--- src/spi_master_regs.vh ---
`ifndef SPI_MASTER_REGS_VH
`define SPI_MASTER_REGS_VH
// ==========================================
// Configuration snapshot field layout
`define CFG_WIDTH        20
`define CFG_COUNT_LO     0
`define CFG_COUNT_HI     1
`define CFG_LSB_FIRST    2
`define CFG_POLARITY     3
`define CFG_PHASE        4
`define CFG_DIV_LO       5
`define CFG_DIV_HI       10
`define CFG_IRQ_EN       11
`define CFG_AUTO_SEL     12
`define CFG_READ_DELAY   13
`define CFG_ENABLE       14
`define CFG_CONT         15
`define CFG_MASK_LO      16
`define CFG_MASK_HI      18
`define CFG_SPARE        19
// ==========================================
// Reset values
`define CFG_RESET        20'h00000
`define FIFO_DEPTH_DEF   8
`endif

--- src/spi_master_transfer_engine.v ---
`timescale 1ns/100ps
`include "spi_master_regs.vh"

// ==========================================
// Receive word FIFO
module spi_rx_fifo #(
   parameter WIDTH = 32,
   parameter DEPTH = `FIFO_DEPTH_DEF,
   parameter AW    = 3
) (
   // Clock and reset
   input  wire             clock,
   input  wire             resetn,
   input  wire             flush,
   // Fill side
   input  wire             in_valid,
   output wire             in_ready,
   input  wire [WIDTH-1:0] in_data,
   // Drain side
   output wire             out_valid,
   input  wire             out_ready,
   output reg  [WIDTH-1:0] out_data
);
   reg [WIDTH-1:0] mem [0:DEPTH-1];
   reg [AW:0]      wr_ptr_reg;
   reg [AW:0]      rd_ptr_reg;
   wire [AW:0]     fill;
   wire            push;
   wire            pop;

   assign fill      = wr_ptr_reg - rd_ptr_reg;
   assign in_ready  = (fill < DEPTH);
   assign out_valid = (fill != {(AW+1){1'b0}});
   assign push      = in_valid && in_ready;
   assign pop       = out_valid && out_ready;

   always @(posedge clock) begin
      if (push)
         mem[wr_ptr_reg[AW-1:0]] <= in_data;
   end

   always @* begin
      out_data = mem[rd_ptr_reg[AW-1:0]];
   end

   always @(posedge clock or negedge resetn) begin
      if (!resetn) begin
         wr_ptr_reg <= {(AW+1){1'b0}};
         rd_ptr_reg <= {(AW+1){1'b0}};
      end else if (flush) begin
         wr_ptr_reg <= {(AW+1){1'b0}};
         rd_ptr_reg <= {(AW+1){1'b0}};
      end else begin
         if (push)
            wr_ptr_reg <= wr_ptr_reg + {{AW{1'b0}}, 1'b1};
         if (pop)
            rd_ptr_reg <= rd_ptr_reg + {{AW{1'b0}}, 1'b1};
      end
   end
endmodule // spi_rx_fifo

// ==========================================
// SPI master transfer engine
module spi_master_transfer_engine #(
   parameter FIFO_DEPTH = `FIFO_DEPTH_DEF
) (
   // Clock and reset
   input  wire        clock,
   input  wire        resetn,
   // Configuration command
   input  wire        config_write,
   input  wire [1:0]  select_line_count,
   input  wire        low_bit_first,
   input  wire        clock_polarity,
   input  wire        clock_phase,
   input  wire [5:0]  sck_divisor,
   input  wire        done_irq_enable,
   input  wire        auto_select_enable,
   // Snapshot and restore
   output wire [19:0] config_snapshot,
   input  wire        config_restore,
   input  wire [19:0] config_restore_data,
   // Commands
   input  wire        select_write,
   input  wire [2:0]  select_mask,
   input  wire        stop_cmd,
   input  wire        disable_cmd,
   input  wire        start_cmd,
   input  wire [4:0]  length_code,
   input  wire [31:0] tx_word,
   input  wire        continuous_write,
   input  wire        continuous_enable,
   input  wire        read_edge_write,
   input  wire        read_edge_delay,
   // Receive side
   input  wire        rx_read,
   output wire [31:0] rx_word,
   output wire [15:0] rx_half,
   output wire [7:0]  rx_byte,
   output wire        rx_valid,
   // Status
   output wire        busy,
   output reg         done_irq,
   output wire        enabled,
   // SPI pins
   output reg         sck,
   output wire        mosi,
   input  wire        miso,
   output wire        master_select_line_0,
   output wire        master_select_line_1,
   output wire        master_select_line_2
);
   localparam ST_IDLE = 2'h0;
   localparam ST_LEAD = 2'h1;
   localparam ST_TRAIL = 2'h2;

   reg [19:0] cfg_reg;
   reg [1:0]  state_reg;
   reg [5:0]  div_cnt_reg;
   reg [4:0]  len_reg;
   reg [4:0]  bit_cnt_reg;
   reg [31:0] tx_reg;
   reg [31:0] rx_sh_reg;
   reg        mosi_reg;
   reg        last_one_reg;
   reg        kick_reg;
   reg        fifo_push_q;
   wire       tick;
   wire       fifo_ready;
   wire       can_start;
   wire       lead_sample;
   wire       sample_now;
   wire [2:0] mask_ok;
   wire [31:0] rx_aligned;
   wire       cont;

   assign cont    = cfg_reg[`CFG_CONT];
   assign enabled = cfg_reg[`CFG_ENABLE];
   assign config_snapshot = cfg_reg;

   // ==========================================
   // Configuration state
   always @(posedge clock or negedge resetn) begin
      if (!resetn) begin
         cfg_reg <= `CFG_RESET;
      end else if (config_restore) begin
         cfg_reg <= config_restore_data;
      end else begin
         if (config_write) begin
            cfg_reg[`CFG_COUNT_HI:`CFG_COUNT_LO] <= select_line_count;
            cfg_reg[`CFG_LSB_FIRST]              <= low_bit_first;
            cfg_reg[`CFG_POLARITY]               <= clock_polarity;
            cfg_reg[`CFG_PHASE]                  <= clock_phase;
            cfg_reg[`CFG_DIV_HI:`CFG_DIV_LO]     <= sck_divisor;
            cfg_reg[`CFG_IRQ_EN]                 <= done_irq_enable;
            cfg_reg[`CFG_AUTO_SEL]               <= auto_select_enable;
            cfg_reg[`CFG_ENABLE]                 <= 1'b1;
         end
         if (select_write)
            cfg_reg[`CFG_MASK_HI:`CFG_MASK_LO] <= select_mask & mask_ok;
         if (stop_cmd)
            cfg_reg[`CFG_MASK_HI:`CFG_MASK_LO] <= 3'h0;
         if (read_edge_write)
            cfg_reg[`CFG_READ_DELAY] <= read_edge_delay;
         if (continuous_write)
            cfg_reg[`CFG_CONT] <= continuous_enable;
         if (disable_cmd) begin
            cfg_reg[`CFG_ENABLE] <= 1'b0;
            cfg_reg[`CFG_CONT]   <= 1'b0;
         end
      end
   end

   // Count of lines limits the mask
   assign mask_ok = (cfg_reg[`CFG_COUNT_HI:`CFG_COUNT_LO] == 2'h0) ? 3'h1 :
                    (cfg_reg[`CFG_COUNT_HI:`CFG_COUNT_LO] == 2'h1) ? 3'h3 : 3'h7;

   // ==========================================
   // Select lines
   wire [2:0] sel_active;
   assign sel_active = (cfg_reg[`CFG_AUTO_SEL] && !busy) ? 3'h0 :
                       cfg_reg[`CFG_MASK_HI:`CFG_MASK_LO] & mask_ok;
   // Active low select lines, high when disabled
   assign master_select_line_0 = !(enabled && sel_active[0]);
   assign master_select_line_1 = !(enabled && sel_active[1]);
   assign master_select_line_2 = !(enabled && sel_active[2]);

   // ==========================================
   // Half-period enable divider
   assign tick = (cfg_reg[`CFG_DIV_HI:`CFG_DIV_LO] == 6'h00) ||
                 (div_cnt_reg == cfg_reg[`CFG_DIV_HI:`CFG_DIV_LO] - 6'h01);

   always @(posedge clock or negedge resetn) begin
      if (!resetn)
         div_cnt_reg <= 6'h00;
      else if (state_reg == ST_IDLE || tick)
         div_cnt_reg <= 6'h00;
      else
         div_cnt_reg <= div_cnt_reg + 6'h01;
   end

   // ==========================================
   // Transfer sequencer
   // Busy covers the push cycle so a falling busy means the word is readable
   assign busy       = (state_reg != ST_IDLE) || kick_reg || fifo_push_q;
   // Leading-edge sample for phase 0, trailing for phase 1
   assign lead_sample = !cfg_reg[`CFG_PHASE];
   assign sample_now = tick && !cfg_reg[`CFG_READ_DELAY] &&
                       ((state_reg == ST_LEAD) == lead_sample);
   assign can_start  = enabled && fifo_ready && !fifo_push_q;

   always @(posedge clock or negedge resetn) begin
      if (!resetn) begin
         state_reg      <= ST_IDLE;
         len_reg        <= 5'h00;
         bit_cnt_reg    <= 5'h00;
         tx_reg         <= 32'h00000000;
         rx_sh_reg      <= 32'h00000000;
         mosi_reg       <= 1'b0;
         sck            <= 1'b0;
         done_irq       <= 1'b0;
         last_one_reg   <= 1'b0;
         kick_reg       <= 1'b0;
      end else begin
         done_irq <= 1'b0;
         // Enabling continuous mode kicks off the first transfer
         if (continuous_write && continuous_enable && !cont)
            kick_reg <= 1'b1;
         if (continuous_write && !continuous_enable && cont)
            last_one_reg <= 1'b1;
         if (state_reg == ST_IDLE)
            sck <= cfg_reg[`CFG_POLARITY];
         case (state_reg)
            ST_IDLE: begin
               if (can_start && (start_cmd || kick_reg ||
                   ((cont || last_one_reg) && rx_read))) begin
                  state_reg   <= ST_LEAD;
                  kick_reg    <= 1'b0;
                  len_reg     <= length_code;
                  tx_reg      <= tx_word;
                  bit_cnt_reg <= 5'h00;
                  rx_sh_reg   <= 32'h00000000;
                  mosi_reg    <= low_bit_first_sel(cfg_reg[`CFG_LSB_FIRST], tx_word,
                                                   length_code);
                  if (!cont)
                     last_one_reg <= 1'b0;
               end
            end
            ST_LEAD: begin
               if (tick) begin
                  sck       <= !sck;
                  state_reg <= ST_TRAIL;
                  if (sample_now)
                     rx_sh_reg <= {rx_sh_reg[30:0], miso};
                  else if (cfg_reg[`CFG_READ_DELAY] && !lead_sample)
                     rx_sh_reg <= {rx_sh_reg[30:0], miso};
               end
            end
            ST_TRAIL: begin
               if (tick) begin
                  sck <= !sck;
                  if (sample_now || (cfg_reg[`CFG_READ_DELAY] && lead_sample))
                     rx_sh_reg <= {rx_sh_reg[30:0], miso};
                  if (bit_cnt_reg == len_reg) begin
                     state_reg <= ST_IDLE;
                     done_irq  <= cfg_reg[`CFG_IRQ_EN];
                     if (!cont)
                        last_one_reg <= 1'b0;
                  end else begin
                     state_reg   <= ST_LEAD;
                     bit_cnt_reg <= bit_cnt_reg + 5'h01;
                     mosi_reg    <= tx_reg[tx_idx_next(cfg_reg[`CFG_LSB_FIRST],
                                                       bit_cnt_reg, len_reg)];
                  end
               end
            end
            default: state_reg <= ST_IDLE;
         endcase
         if (disable_cmd) begin
            state_reg    <= ST_IDLE;
            kick_reg     <= 1'b0;
            last_one_reg <= 1'b0;
         end
      end
   end

   function automatic low_bit_first_sel;
      input        lsb;
      input [31:0] w;
      input [4:0]  n;
      begin
         low_bit_first_sel = lsb ? w[0] : w[n];
      end
   endfunction

   function automatic [4:0] tx_idx_next;
      input       lsb;
      input [4:0] cnt;
      input [4:0] n;
      begin
         tx_idx_next = lsb ? cnt + 5'h01 : n - cnt - 5'h01;
      end
   endfunction

   assign mosi = mosi_reg;

   // ==========================================
   // Receive word alignment and buffering
   genvar g;
   generate
      for (g = 0; g < 32; g = g + 1) begin : g_align
         // LSB-first arrives reversed within the N+1 bits
         assign rx_aligned[g] = (g > len_reg) ? 1'b0 :
                                cfg_reg[`CFG_LSB_FIRST] ? rx_sh_reg[len_reg - g] :
                                rx_sh_reg[g];
      end
   endgenerate

   // A full FIFO stalls any start through fifo_ready; continuous restart waits for rx_read
   spi_rx_fifo #(
      .WIDTH (32),
      .DEPTH (FIFO_DEPTH),
      .AW    (3)
   ) u_rx_fifo (
      .clock     (clock),
      .resetn    (resetn),
      .flush     (disable_cmd),
      .in_valid  (fifo_push_q),
      .in_ready  (fifo_ready),
      .in_data   (rx_aligned),
      .out_valid (rx_valid),
      .out_ready (rx_read),
      .out_data  (rx_word)
   );

   // Push one cycle after the last edge so the final sample is in
   always @(posedge clock or negedge resetn) begin
      if (!resetn)
         fifo_push_q <= 1'b0;
      else
         fifo_push_q <= state_reg == ST_TRAIL && tick && bit_cnt_reg == len_reg;
   end

   assign rx_half = rx_word[15:0];
   assign rx_byte = rx_word[7:0];
endmodule // spi_master_transfer_engine

--- config.mk ---
export PLATFORM = sky130hd
export DESIGN_NAME = spi_master_transfer_engine
export DESIGN_NICKNAME = d
export VERILOG_FILES = /design/src/spi_master_transfer_engine.v
export VERILOG_INCLUDE_DIRS = /design/src
export SDC_FILE = /design/constraint.sdc
export NUM_CORES = 1
export LEC_CHECK = 0
export BUFFER_PORTS_ARGS = -buffer_cell sky130_fd_sc_hd__buf_2
export CAP_MARGIN = 20
export CORE_MARGIN = 1.5
export CORE_UTILIZATION = 45
export CTS_BUF_LIST = sky130_fd_sc_hd__clkbuf_2
export DETAILED_ROUTE_END_ITERATION = 16
export PLACE_DENSITY = 0.64
export SLEW_MARGIN = 25
export SYNTH_ARGS = -nofsm -noshare
export SYNTH_HDL_FRONTEND = slang
export SYNTH_SLANG_ARGS = --single-unit
export TNS_END_PERCENT = 100
--- constraint.sdc ---
create_clock -name clock -period 8.4 [get_ports clock]
set_input_delay 0.84 -clock clock [delete_from_list [all_inputs] [get_ports clock]]
set_output_delay 0.84 -clock clock [all_outputs]
set_load 0.02 [all_outputs]
==> metrics.cfg <==
[worst_setup_path]
cp.required_ps=7560
critPathMaxStageDelay_ps=830
worst_path_most_repeated_cell=buf_4
startpoint=u_rx_fifo.rd_ptr_reg[2]
reg2reg_to=u_rx_fifo.mem[4][29]
crit_type=reg -> out
reg2reg_depth=10
r2r_slack_ps=3970
critPathMaxFanout=34
arrival_ps=4350
cp-end-kind=primary output
slowest_stage=clkinv_1
r2r_start=u_rx_fifo.rd_ptr_reg[2]
path_cells=buf_4 -> clkinv_1 -> buf_4 -> ha_1 -> o21ai_1 -> and3_1 -> nor2_1 -> nand4b_1 -> buf_2
start_kind=flip-flop

[min_path]
hold_end=config_snapshot[2]
hold_class=in -> reg
min_path_cells=3
min_from=config_restore_data[2]

[timing]
setup_violations=0
skew_ps=66.6
fin_crit_sh_pct=61.8
worstMarginPinSlew_ps=1010
setup_ws_ps=3210
fmax_mhz=193
period_minus_slack_ps=5190
relSlewSlack_pct=33.0
hold_viol=0
setup_tns_ps=0
rsz0062_at_grt=false
holdWs_ps=118
report.final.slew_viol_count=0

[clock_tree]
clock_latency_ps=990
path_clk_slew_ps=100
clockRootBuffer=clkbuf_2
cts_max_path_buffers=3
numCtsBuffers=91
h-tree-depth=3
cts_tree=yes
cts_setup_buffers=0
clkSinkCount=372

[die]
dieWidth_um=209
die_h_um=209
die_area_um2=43600
boundaryPins=172
initial_core_util_pct=45.6
rows=75
core_area_um2=41900

[place]
dp_hpwl_um=28800
dp_worst_setup_slack_ps=3740
place.gp.congestion=0.880
dpl.cell_count=2025
io_buffers=171

[layout]
largest_reg_flops=256
fill_cells=3586
final_cell_mix=256 x edfxtp_1, 203 x nand2_1, 173 x buf_2, 124 x mux2i_1, 124 x clkbuf_2
fin_nets=1754
area_growth_pct=13.3
mostFrequentLayoutCell=edfxtp_1
final_cells=2234
drive_gt1_share_pct=31.1

[drt]
first_pass_iters=5
vias_per_cell=5.54
vias=12400
wire_per_inst_um=20.1
drt_iter0_markers=786
drtAntennaViolNets=0
wirelength_um=45000
route.detailed.drc=0

[grt]
grt-ovfl-total=0
grtUsageMet3_pct=4.00
grt_pass1_vias=12500
grt.met1_usage_pct=28.0
grt_use_total_pct=20.7
grt_max_degree=69
antenna_found_initial=2
busiest_layer=met2
grt_pass1_wl_um=69800
use_met2_pct=33.8

[synthesis]
synth_area_leaders=edfxtp_1 40%, dfrtp_1 15%, mux4_2 13%
synth_cell_type_count=63
synth_area_per_cell_um2=13.7
yosysTopAreaCell=edfxtp_1
synthArstFlopShare_pct=31.2
synth_ff_type=edfxtp_1
synth_seq_cells=372
syn_inst=1392
synth_seq_area_share_pct=55.5
yosysWarnings=0
synth-edff-count=256
synth_area_um2=19100
synth_nets=1519
synth_top_area_share_pct=40.3

[power]
ir_drop_mv=0.164
cellPowerDensity_nw_per_um2=280
leakage_nw=8.40
power.total_mw=6.04

[run]
drv_cap=0

[status]
status=completed

==> cell type report <==
class                           count  area (um^2)  area share [%]
Sequential cell                   372        10600            49.1
Multi-Input combinational cell    852         7750            35.9
Clock buffer                      124          621            2.87
Tap cell                          539          674            3.12
Antenna cell                        4         10.0          0.0464
Inverter                           69          259            1.20
Clock inverter                     33          179           0.829
Timing Repair Buffer              241         1500            6.94
==> logic make-up after synthesis <==
| kind of cell | Yosys count | synth area share (%) |
|---|---|---|
| flops | 372 | 55.5 |
| buf+inv | 168 | 4.23 |
| compound gates | 149 | 5.20 |
| simple gates | 316 | 7.01 |
| mux | 299 | 23.1 |
| xor+xnor | 48 | 2.20 |
| fa+ha+maj | 40 | 2.70 |
==> stage by stage <==
step | cell area (um^2) | util [%]
2_1_floorplan | 19100 | -
5_1_grt | 21600 | 51.6
6_report | 21600 | 51.6
3_3_place_gp | 20300 | 48.4
3_5_place_dp | 20300 | 48.5
4_1_cts | 21500 | 51.4
==> layer usage <==
layer	vias up	wire length, um
met2	385	21800
li1	5684	-
met1	6232	19600
met5	-	0
met3	65	2700
met4	0	927
==> critical path, delay by kind of cell (launching register included) <==
kind	cells	cell delay, ps
buf+inv	4	1920
simple gates	3	720
fa+ha+maj	1	340
flops	1	330
compound gates	1	80
==> worst max-delay path by stage <==
stage | to | depth (start not counted) | slack (ps)
5_1_grt | rx_valid | 9 | 2810
6_report | rx_valid | 9 | 3210
2_1_floorplan | u_rx_fifo.mem[4][0] | 10 | 2240
3_5_place_dp | rx_sh_reg[23] | 9 | 3740
4_1_cts | rx_valid | 9 | 3030
3_3_place_gp | rx_sh_reg[13] | 9 | 3920
==> power breakdown <==
part,switching (mW),internal [mW],leakage (nW)
combinational,1.46,1.14,3.99
sequential,0.137,2.15,3.81
clock,0.713,0.438,0.600
total,2.31,3.73,8.40
==> synth_stat cells, drive strengths merged (3+ instances only) <==
master,count
dfrtp,116
ha,38
o21a,3
and3,9
o31ai,5
o22ai,6
xor2,15
a21o,4
nand2,203
xnor2,33
mux4,106
nor2b,7
nor3,15
mux2,69
clkinv,3
a21oi,38
clkbuf,45
a221oi,7
nor4,4
a311oi,3
a22o,5
buf,54
nor3b,3
o211a,3
nor2,45
a31oi,3
nand3,16
a211oi,14
nand2b,3
edfxtp,256
inv,66
o211ai,3
o21ai,42
mux2i,124
==> repair_timing <==
item,4_1_cts,5_1_grt
endpoints found under the hold margin,94,0
hold buffers,44,0
resized for setup,0,0
(Power assumes the default switching activity.)
